`src/hw/umir_map.svh`:
```
`ifndef UMIR_MAP_SVH
`define UMIR_MAP_SVH

// ----------------------------------------------------------------------------
// register byte offsets
// ----------------------------------------------------------------------------
`define UMIR_OFS_IER 5'h00
`define UMIR_OFS_MCR 5'h04
`define UMIR_OFS_LSR 5'h08
`define UMIR_OFS_MSR 5'h0c
`define UMIR_OFS_DATA 5'h10
`define UMIR_OFS_CTRL 5'h14

// ----------------------------------------------------------------------------
// field positions
// ----------------------------------------------------------------------------
`define UMIR_IER_RXAVAIL 0
`define UMIR_IER_TX_HOLDING_EMPTY_FLAG 1
`define UMIR_IER_RXERR 2
`define UMIR_IER_MODEM 3
`define UMIR_LSR_DR 0
`define UMIR_LSR_ERR_LO 1
`define UMIR_LSR_ERR_HI 4
`define UMIR_LSR_TX_HOLDING_EMPTY_FLAG 5
`define UMIR_LSR_TX_FULLY_EMPTY_FLAG 6
`define UMIR_MSR_RING_TRAILING_EDGE_FLAG 2
`define UMIR_MSR_CARRIER_CHANGE_FLAG 3
`define UMIR_MSR_RI 6
`define UMIR_MSR_DCD 7
`define UMIR_CTRL_ENABLE 0

// ----------------------------------------------------------------------------
// reset values and timing
// ----------------------------------------------------------------------------
`define UMIR_IER_RESET 4'h0
`define UMIR_MCR_RESET 5'h00
`define UMIR_ERR_RESET 4'h0
`define UMIR_SYNC_STAGES 2
`define UMIR_PIN_RESET 4'h7

`endif

```
`src/hw/umir_pkg.sv`:
```
package umir_pkg;

    typedef struct packed {
        logic loop;
        logic aux_output_two;
        logic aux_output_one;
        logic rts;
        logic dtr;
    } umir_mcr_t;

    typedef struct packed {
        logic read;
        logic write;
        logic [4:0] addr;
        logic [7:0] wdata;
    } umir_av_req_t;

    typedef struct packed {
        logic rise;
        logic fall;
        logic level;
    } umir_edge_t;

    typedef enum logic {
        UMIR_BUS_IDLE,
        UMIR_BUS_ANSWER
    } umir_bus_state_t;

endpackage

```
`src/hw/umir_top.sv`:
```
`timescale 1ns/100ps
`include "umir_map.svh"

// Summary of operation
// - aux output one driven low while control bit 2 is set, else high.
// - aux output one high on master reset and throughout loop mode.
// - aux output two driven low while control bit 3 is set, else high.
// - aux output two high on master reset and throughout loop mode.
// - status bit 6 shows the present ring indicator state.
// - status bit 2 sets when ring input rose since last status read.
// - modem interrupt enabled and ring input rising raises the interrupt.
// - ring sensing keeps working while terminal-ready is inactive; no gating.
// - status bit 7 shows the present carrier detect state.
// - status bit 3 sets on any carrier detect change since last read.
// - carrier detect never affects the receiver.
// - modem interrupt enabled and carrier change raises the interrupt.
// - master reset halts serial activity until software re-enables it.
// - master reset clears modem control and its outputs go inactive.
// - master reset clears line status except both transmit-empty flags set.
// - interrupt output high while any enabled source is active.
// - interrupt output falls once the source is serviced or on reset.
module umir_top
    import umir_pkg::*;
(
    input wire logic I_CLK,
    input wire logic I_RESET_N,
    input wire logic I_MASTER_RESET,
    input wire logic I_READ,
    input wire logic I_WRITE,
    input wire logic [4:0] I_ADDRESS,
    input wire logic [31:0] I_WRITEDATA,
    input wire logic [3:0] I_BYTEENABLE,
    output logic [31:0] O_READDATA,
    output logic O_WAITREQUEST,
    input wire logic I_RING_INDICATOR_IN_N,
    input wire logic I_CARRIER_DETECT_IN_N,
    input wire logic I_SERIAL_IN_LINE,
    input wire logic I_TX_SERIAL,
    input wire logic [7:0] I_RX_DATA,
    input wire logic I_RX_DATA_VALID,
    input wire logic [3:0] I_RX_ERROR,
    input wire logic I_TX_HOLD_TAKEN,
    input wire logic I_TX_DONE,
    output logic O_AUX_OUTPUT_ONE_N,
    output logic O_AUX_OUTPUT_TWO_N,
    output logic O_DTR_N,
    output logic O_RTS_N,
    output logic O_INTERRUPT_REQUEST_OUT,
    output logic O_RX_SERIAL,
    output logic O_SERIAL_ENABLE,
    output logic [7:0] O_TX_DATA,
    output logic O_TX_LOAD
);

    // ------------------------------------------------------------------------
    // pin synchronisation and edge tracking
    // ------------------------------------------------------------------------
    logic [3:0] pins_sync;
    logic ri_sync;
    logic dcd_sync;
    logic sin_sync;
    logic mr_sync;
    umir_edge_t ri_edge;
    umir_edge_t dcd_edge;

    // ring, carrier, serial-in and master-reset pins each cross two flops before anything looks at them
    umir_sync #(
        .WIDTH(4),
        .INIT(`UMIR_PIN_RESET)
    ) u_sync (
        .i_clk(I_CLK),
        .i_reset_n(I_RESET_N),
        .i_async({I_MASTER_RESET, I_SERIAL_IN_LINE, I_CARRIER_DETECT_IN_N,
            I_RING_INDICATOR_IN_N}),
        .o_sync(pins_sync)
    );

    assign ri_sync = pins_sync[0];
    assign dcd_sync = pins_sync[1];
    assign sin_sync = pins_sync[2];
    assign mr_sync = pins_sync[3];

    // ring tracking is never gated by terminal-ready
    umir_edge u_ri_edge (
        .i_clk(I_CLK),
        .i_reset_n(I_RESET_N),
        .i_level(ri_sync),
        .o_edge(ri_edge)
    );

    umir_edge u_dcd_edge (
        .i_clk(I_CLK),
        .i_reset_n(I_RESET_N),
        .i_level(dcd_sync),
        .o_edge(dcd_edge)
    );

    // ------------------------------------------------------------------------
    // reset combination
    // ------------------------------------------------------------------------
    logic clear_all;

    // master reset acts like a synchronous clear of registers and flags; the bus handshake, read data and edge trackers are not cleared
    assign clear_all = ~I_RESET_N | mr_sync;

    // ------------------------------------------------------------------------
    // avalon slave handshake
    // ------------------------------------------------------------------------
    umir_av_req_t req;
    umir_bus_state_t bus_state_reg;
    logic waitreq_reg;
    logic [31:0] readdata_reg;
    logic accept;
    logic rd_accept;
    logic wr_accept;
    logic [7:0] read_mux;

    assign req = '{read: I_READ, write: I_WRITE, addr: I_ADDRESS,
        wdata: I_WRITEDATA[7:0]};
    assign accept = (req.read | req.write) & ~waitreq_reg;
    assign rd_accept = accept & req.read;
    // registers are eight bits wide; only lane 0 carries them
    assign wr_accept = accept & req.write & I_BYTEENABLE[0];

    // fixed one wait cycle: decode in idle, answer in the next cycle
    always_ff @(posedge I_CLK)
    begin
        if (!I_RESET_N)
        begin
            bus_state_reg <= UMIR_BUS_IDLE;
            waitreq_reg <= 1'b1;
        end
        else
        begin
            unique case (bus_state_reg)
                UMIR_BUS_IDLE:
                begin
                    if (req.read | req.write)
                    begin
                        bus_state_reg <= UMIR_BUS_ANSWER;
                        waitreq_reg <= 1'b0;
                    end
                end
                UMIR_BUS_ANSWER:
                begin
                    bus_state_reg <= UMIR_BUS_IDLE;
                    waitreq_reg <= 1'b1;
                end
            endcase
        end
    end

    // read data is captured on entry to the answer cycle and stands there
    always_ff @(posedge I_CLK)
    begin
        if (!I_RESET_N)
        begin
            readdata_reg <= 32'h0;
        end
        else if (bus_state_reg == UMIR_BUS_IDLE && req.read)
        begin
            readdata_reg <= {24'h0, read_mux};
        end
        else if (bus_state_reg == UMIR_BUS_ANSWER)
        begin
            readdata_reg <= readdata_reg;
        end
        else
        begin
            readdata_reg <= 32'h0;
        end
    end

    // ------------------------------------------------------------------------
    // control registers
    // ------------------------------------------------------------------------
    logic [3:0] ier_reg;
    umir_mcr_t mcr_reg;
    logic enable_reg;

    always_ff @(posedge I_CLK)
    begin
        if (clear_all)
        begin
            ier_reg <= `UMIR_IER_RESET;
        end
        else if (wr_accept && req.addr == `UMIR_OFS_IER)
        begin
            ier_reg <= req.wdata[3:0];
        end
    end

    always_ff @(posedge I_CLK)
    begin
        if (clear_all)
        begin
            mcr_reg <= `UMIR_MCR_RESET;
        end
        else if (wr_accept && req.addr == `UMIR_OFS_MCR)
        begin
            mcr_reg <= req.wdata[4:0];
        end
    end

    // serial activity stays halted after master reset until re-enabled
    always_ff @(posedge I_CLK)
    begin
        if (clear_all)
        begin
            enable_reg <= 1'b0;
        end
        else if (wr_accept && req.addr == `UMIR_OFS_CTRL)
        begin
            enable_reg <= req.wdata[`UMIR_CTRL_ENABLE];
        end
    end

    // ------------------------------------------------------------------------
    // line status flags
    // ------------------------------------------------------------------------
    logic dr_reg;
    logic [3:0] err_reg;
    logic tx_holding_empty_flag_reg;
    logic tx_fully_empty_flag_reg;
    logic [7:0] rx_data_reg;
    logic rd_lsr;
    logic rd_data;
    logic wr_data;

    assign rd_lsr = rd_accept && req.addr == `UMIR_OFS_LSR;
    assign rd_data = rd_accept && req.addr == `UMIR_OFS_DATA;
    assign wr_data = wr_accept && req.addr == `UMIR_OFS_DATA && enable_reg;

    // set wins over the clear in every flag below
    always_ff @(posedge I_CLK)
    begin
        if (clear_all)
        begin
            dr_reg <= 1'b0;
            rx_data_reg <= 8'h00;
        end
        else if (I_RX_DATA_VALID && enable_reg)
        begin
            dr_reg <= 1'b1;
            rx_data_reg <= I_RX_DATA;
        end
        else if (rd_data)
        begin
            dr_reg <= 1'b0;
        end
    end

    // only error bits that were actually reported are cleared
    always_ff @(posedge I_CLK)
    begin
        if (clear_all)
        begin
            err_reg <= `UMIR_ERR_RESET;
        end
        else
        begin
            err_reg <= (err_reg & ~({4{rd_lsr}}
                & readdata_reg[`UMIR_LSR_ERR_HI:`UMIR_LSR_ERR_LO]))
                | (I_RX_ERROR & {4{enable_reg}});
        end
    end

    always_ff @(posedge I_CLK)
    begin
        if (clear_all)
        begin
            tx_holding_empty_flag_reg <= 1'b1;
            tx_fully_empty_flag_reg <= 1'b1;
        end
        else
        begin
            tx_holding_empty_flag_reg <= I_TX_HOLD_TAKEN | (tx_holding_empty_flag_reg & ~wr_data);
            tx_fully_empty_flag_reg <= I_TX_DONE | (tx_fully_empty_flag_reg & ~wr_data);
        end
    end

    // ------------------------------------------------------------------------
    // modem status change flags
    // ------------------------------------------------------------------------
    logic ring_trailing_edge_flag_reg;
    logic carrier_change_flag_reg;
    logic rd_msr;

    assign rd_msr = rd_accept && req.addr == `UMIR_OFS_MSR;

    // a read clears only what it returned, so a change in the answer
    // cycle survives to the next read
    always_ff @(posedge I_CLK)
    begin
        if (clear_all)
        begin
            ring_trailing_edge_flag_reg <= 1'b0;
            carrier_change_flag_reg <= 1'b0;
        end
        else
        begin
            ring_trailing_edge_flag_reg <= ri_edge.rise
                | (ring_trailing_edge_flag_reg & ~(rd_msr & readdata_reg[`UMIR_MSR_RING_TRAILING_EDGE_FLAG]));
            carrier_change_flag_reg <= dcd_edge.rise | dcd_edge.fall
                | (carrier_change_flag_reg & ~(rd_msr & readdata_reg[`UMIR_MSR_CARRIER_CHANGE_FLAG]));
        end
    end

    // ------------------------------------------------------------------------
    // read multiplexer
    // ------------------------------------------------------------------------
    always_comb
    begin
        read_mux = 8'h00;
        unique case (req.addr)
            `UMIR_OFS_IER: read_mux = {4'h0, ier_reg};
            `UMIR_OFS_MCR: read_mux = {3'h0, mcr_reg};
            `UMIR_OFS_LSR:
            begin
                read_mux[`UMIR_LSR_DR] = dr_reg;
                read_mux[`UMIR_LSR_ERR_HI:`UMIR_LSR_ERR_LO] = err_reg;
                read_mux[`UMIR_LSR_TX_HOLDING_EMPTY_FLAG] = tx_holding_empty_flag_reg;
                read_mux[`UMIR_LSR_TX_FULLY_EMPTY_FLAG] = tx_fully_empty_flag_reg;
            end
            `UMIR_OFS_MSR:
            begin
                read_mux[`UMIR_MSR_RING_TRAILING_EDGE_FLAG] = ring_trailing_edge_flag_reg;
                read_mux[`UMIR_MSR_CARRIER_CHANGE_FLAG] = carrier_change_flag_reg;
                // pins are active low; a one means asserted
                read_mux[`UMIR_MSR_RI] = ~ri_edge.level;
                read_mux[`UMIR_MSR_DCD] = ~dcd_edge.level;
            end
            `UMIR_OFS_DATA: read_mux = rx_data_reg;
            `UMIR_OFS_CTRL: read_mux = {7'h00, enable_reg};
            default: read_mux = 8'h00;
        endcase
    end

    // ------------------------------------------------------------------------
    // interrupt request
    // ------------------------------------------------------------------------
    logic [3:0] irq_src;
    logic irq_reg;

    always_comb
    begin
        irq_src = 4'h0;
        irq_src[`UMIR_IER_RXAVAIL] = dr_reg;
        irq_src[`UMIR_IER_TX_HOLDING_EMPTY_FLAG] = tx_holding_empty_flag_reg;
        irq_src[`UMIR_IER_RXERR] = |err_reg;
        irq_src[`UMIR_IER_MODEM] = ring_trailing_edge_flag_reg | carrier_change_flag_reg;
    end

    // level output: falls when every enabled source is serviced, or on reset or master reset
    always_ff @(posedge I_CLK)
    begin
        if (clear_all)
        begin
            irq_reg <= 1'b0;
        end
        else
        begin
            irq_reg <= |(irq_src & ier_reg);
        end
    end

    // ------------------------------------------------------------------------
    // modem outputs and serial path
    // ------------------------------------------------------------------------
    logic aux_output_one_n_reg;
    logic aux_output_two_n_reg;
    logic dtr_n_reg;
    logic rts_n_reg;
    logic rx_serial_reg;
    logic [7:0] tx_data_reg;
    logic tx_load_reg;

    // loop mode forces all modem outputs inactive whatever the bits hold
    always_ff @(posedge I_CLK)
    begin
        if (clear_all)
        begin
            aux_output_one_n_reg <= 1'b1;
            aux_output_two_n_reg <= 1'b1;
            dtr_n_reg <= 1'b1;
            rts_n_reg <= 1'b1;
        end
        else
        begin
            aux_output_one_n_reg <= ~(mcr_reg.aux_output_one & ~mcr_reg.loop);
            aux_output_two_n_reg <= ~(mcr_reg.aux_output_two & ~mcr_reg.loop);
            dtr_n_reg <= ~(mcr_reg.dtr & ~mcr_reg.loop);
            rts_n_reg <= ~(mcr_reg.rts & ~mcr_reg.loop);
        end
    end

    // carrier detect takes no part in the receive path
    always_ff @(posedge I_CLK)
    begin
        if (clear_all)
        begin
            rx_serial_reg <= 1'b1;
        end
        else if (!enable_reg)
        begin
            rx_serial_reg <= 1'b1;
        end
        else if (mcr_reg.loop)
        begin
            rx_serial_reg <= I_TX_SERIAL;
        end
        else
        begin
            rx_serial_reg <= sin_sync;
        end
    end

    always_ff @(posedge I_CLK)
    begin
        if (clear_all)
        begin
            tx_data_reg <= 8'h00;
            tx_load_reg <= 1'b0;
        end
        else
        begin
            tx_load_reg <= wr_data;
            if (wr_data)
            begin
                tx_data_reg <= req.wdata;
            end
        end
    end

    assign O_READDATA = readdata_reg;
    assign O_WAITREQUEST = waitreq_reg;
    assign O_AUX_OUTPUT_ONE_N = aux_output_one_n_reg;
    assign O_AUX_OUTPUT_TWO_N = aux_output_two_n_reg;
    assign O_DTR_N = dtr_n_reg;
    assign O_RTS_N = rts_n_reg;
    assign O_INTERRUPT_REQUEST_OUT = irq_reg;
    assign O_RX_SERIAL = rx_serial_reg;
    assign O_SERIAL_ENABLE = enable_reg;
    assign O_TX_DATA = tx_data_reg;
    assign O_TX_LOAD = tx_load_reg;

endmodule // umir_top

```
`src/hw/umir_sync.sv`:
```
`timescale 1ns/100ps

// ----------------------------------------------------------------------------
// two-stage synchroniser, one chain per bit
// ----------------------------------------------------------------------------
module umir_sync
    import umir_pkg::*;
#(
    parameter int WIDTH = 4,
    parameter logic [WIDTH-1:0] INIT = '0
)
(
    input wire logic i_clk,
    input wire logic i_reset_n,
    input wire logic [WIDTH-1:0] i_async,
    output logic [WIDTH-1:0] o_sync
);

    genvar g;
    generate
        for (g = 0; g < WIDTH; g++)
        begin : g_bit
            logic meta_reg;
            logic sync_reg;
            // first stage feeds only the second stage
            always_ff @(posedge i_clk)
            begin
                if (!i_reset_n)
                begin
                    meta_reg <= INIT[g];
                    sync_reg <= INIT[g];
                end
                else
                begin
                    meta_reg <= i_async[g];
                    sync_reg <= meta_reg;
                end
            end
            assign o_sync[g] = sync_reg;
        end
    endgenerate

endmodule // umir_sync

```
`src/hw/umir_edge.sv`:
```
`timescale 1ns/100ps

// ----------------------------------------------------------------------------
// level and edge tracker for one synchronised input
// ----------------------------------------------------------------------------
module umir_edge
    import umir_pkg::*;
(
    input wire logic i_clk,
    input wire logic i_reset_n,
    input wire logic i_level,
    output umir_edge_t o_edge
);

    logic prev_reg;
    logic primed_reg;
    umir_edge_t edge_reg;

    // first cycle after reset only loads; the synchroniser starts high, so a pin already low still shows as a fall
    always_ff @(posedge i_clk)
    begin
        if (!i_reset_n)
        begin
            prev_reg <= 1'b1;
            primed_reg <= 1'b0;
        end
        else
        begin
            prev_reg <= i_level;
            primed_reg <= 1'b1;
        end
    end

    always_ff @(posedge i_clk)
    begin
        if (!i_reset_n)
        begin
            edge_reg <= '{rise: 1'b0, fall: 1'b0, level: 1'b1};
        end
        else
        begin
            edge_reg.level <= i_level;
            edge_reg.rise <= primed_reg & ~prev_reg & i_level;
            edge_reg.fall <= primed_reg & prev_reg & ~i_level;
        end
    end

    assign o_edge = edge_reg;

endmodule // umir_edge

```
`config.mk`:
```
export PLATFORM = sky130hd
export DESIGN_NAME = umir_top
export DESIGN_NICKNAME = d
export VERILOG_FILES = /design/src/hw/umir_pkg.sv /design/src/hw/umir_top.sv /design/src/hw/umir_sync.sv /design/src/hw/umir_edge.sv
export VERILOG_INCLUDE_DIRS = /design/src /design/src/hw
export SDC_FILE = /design/constraint.sdc
export NUM_CORES = 1
export LEC_CHECK = 0
export BUFFER_PORTS_ARGS = -buffer_cell sky130_fd_sc_hd__buf_4
export CORE_ASPECT_RATIO = 1.2
export CORE_MARGIN = 1.5
export CORE_UTILIZATION = 30
export CTS_CLUSTER_DIAMETER = 120
export DETAILED_ROUTE_END_ITERATION = 8
export REMOVE_ABC_BUFFERS = 1
export SETUP_SLACK_MARGIN = 0.15
export SLEW_MARGIN = 20
export SYNTH_ARGS = -nofsm -noshare
export SYNTH_HDL_FRONTEND = slang
export SYNTH_SLANG_ARGS = --single-unit
```
`constraint.sdc`:
```
create_clock -name I_CLK -period 2 [get_ports I_CLK]
set_input_delay 0.5 -clock I_CLK [delete_from_list [all_inputs] [get_ports I_CLK]]
set_output_delay 0.5 -clock I_CLK [all_outputs]
set_load 0.1 [all_outputs]
```
==> reports/qor.csv <==
metric;value;unit
cpMaxStageDelayCell;dfxtp_1;
nNetsFinal;434;
hold_class;in -> reg;
ys.flop_type;dfxtp_1;
crit_chain;buf_4;
worst-setup-path-type;reg -> out;
clock_sinks;66;
dr_total_vias;2251;
fmax;565;MHz
area_growth;25.5;%
start_kind;flip-flop;
ant_nets;0;
postCtsHoldBufs;0;
fin_crit_sh;88.4;%
finalMaxSlewViolations;0;
worstSkewPairLatency;0.34;ns
dp.cells;478;
worst_ep_required_time;1.50;ns
ios;114;
syn_inst;299;
ys_async_sr_fraction;0;%
num_antenna_cells;0;
cts_tree;built;
first_global_vias;2206;
dr.pass1.iters;4;
max_stage_delay;0.56;ns
die_y;108;um
setup_ws;0.232;ns
path_clk_slew;0.07;ns
fill_cells;943;
worst_pin_slew;0.658;ns
total_leakage_power;1.50;nW
dp_hpwl;4.99;mm
fp.dieW;90.8;um
overflow;0;
crit_family;flip-flops;
clock_skew;0.00776;ns
max-slew-margin-rel;56.1;%
yosys_warnings;0;
num_rows;38;
finalWeightedCongestion;0.864;
final_common_cell;buf_4;
status;completed;
synth_seq_cells;66;
fin_crit;1.77;ns
clockBufferDepth;2;
crit_path_max_fanout;7;
critPathBufInv;1;
die_area;9840;um^2
grt_max_degree;25;
finalHoldViolations;0;
seqCellArea;1320;um^2
multiInputGateArea;1280;um^2
rsz0062_at_grt;no;
synth_edf_count;0;
cts_max_level;3;
ctsResizeCount;0;
ys_seq_area_share;47.6;%
post-cts-setup-buffers;0;
avgSynthCellArea;9.28;um^2
stdcell_count;492;
power_density;765;nW/um^2
start_util;30.7;%
layout_common_cells;76 x buf_4, 66 x dfxtp_1, 34 x nand2_1;
antenna_found_initial;0;
setup_violations;0;
total_power;0.00266;W
root_buffer;clkbuf_8;
synth_cell_types;40;
maxCapViolations;0;
drc;0;
drt-initial-drc-count;95;
viasPerCell;4.58;
drive_above_1_share;26.6;%
arrival;1.27;ns
core_region_area;9030;um^2
dp_slack;0.168;ns
grtUsageTotal;14.3;%
cp-end-kind;primary output;
port_buffers;62;
drt-total-wl;6.69;mm
wire_per_inst;13.6;um
hold-worst-slack;0.338;ns
cts_buffers;9;
grt_first_pass_wirelength;10.8;mm
netlist_area;2780;um^2
ir_worst_vdd;0.376;mV
fin_util;38.5;%
cells in the mapped netlist, types with 2 or more instances:
cell type | number | area [um^2]
a21oi_1 | 19 | 95.1
a22oi_1 | 4 | 30.0
a211o_1 | 2 | 17.5
nor4b_2 | 2 | 30.0
nand2b_1 | 13 | 81.3
nor2b_1 | 6 | 37.5
a311oi_1 | 4 | 35.0
buf_6 | 2 | 22.5
a21boi_0 | 2 | 15.0
nor2_1 | 22 | 82.6
mux2i_1 | 17 | 170
nand4_1 | 3 | 18.8
a32oi_1 | 2 | 17.5
mux2_2 | 5 | 56.3
nand3_1 | 21 | 105
a22o_1 | 2 | 17.5
and2_1 | 2 | 12.5
clkbuf_1 | 12 | 45.0
buf_2 | 2 | 10.0
nor3_1 | 2 | 10.0
nand2_1 | 34 | 128
buf_4 | 24 | 180
and3b_1 | 2 | 17.5
dfxtp_1 | 66 | 1320
o21ai_0 | 8 | 40.0
nor3b_1 | 5 | 37.5
and3_1 | 3 | 18.8
through the flow:
stage	cell area (um^2)	setup TNS, ns
2_1_floorplan	2600	-3.28
3_3_place_gp	3320	0
3_5_place_dp	3320	0
4_1_cts	3480	0
5_1_grt	3480	0
6_report	3480	0
per-layer routing:
metal | up-vias | wire length (um) | track usage (%)
met2 | 72 | 2930 | 21.7
met1 | 1027 | 3170 | 18.4
met3 | 17 | 402 | 4.29
met5 | - | 0 | 0
met4 | 0 | 183 | 7.03
li1 | 1135 | - | -
area by class of cell:
cell class	count	area share, %
sequential	66	37.9
clock inverter	4	0.575
clock buffer	10	3.95
multi-input combinational	216	36.8
timing repair buffer	76	16.4
tap	120	4.31
worst reg2reg max path, delay by kind of cell (launching register included):
family	cells	cell delay [ns]
and+or+nand+nor	3	0.58
DFF	1	0.36
buffers and inverters	1	0.26
muxes	1	0.15
power by group:
group	internal, W	switching, W
Clock	0.000460	0.000469
Sequential	0.00133	0.00000877
Combinational	0.0000896	0.000307
Total	0.00188	0.000785
path summary, 6_finish.rpt:
path | slack [ns] | endpoint | from | cells past startpoint
max | 0.23 | O_SERIAL_ENABLE | O_SERIAL_ENABLE | 1
min | 0.34 | u_sync.g_bit[2].meta_reg | I_SERIAL_IN_LINE | 2
max reg2reg | 0.55 | O_TX_DATA[1] | O_WAITREQUEST | 5
min reg2reg | 0.41 | u_sync.g_bit[0].sync_reg | u_sync.g_bit[0].meta_reg | 1
cells by family after synthesis:
logic type | Yosys count | share of synthesized area, %
other | 1 | 0.135
multiplexers | 22 | 8.16
AND/OR/NAND/NOR | 120 | 23.0
flip-flops | 66 | 47.6
buffers and inverters | 40 | 9.29
AO/OA/AOI/OAI | 50 | 11.8
Power figures use the tool's default switching activity.
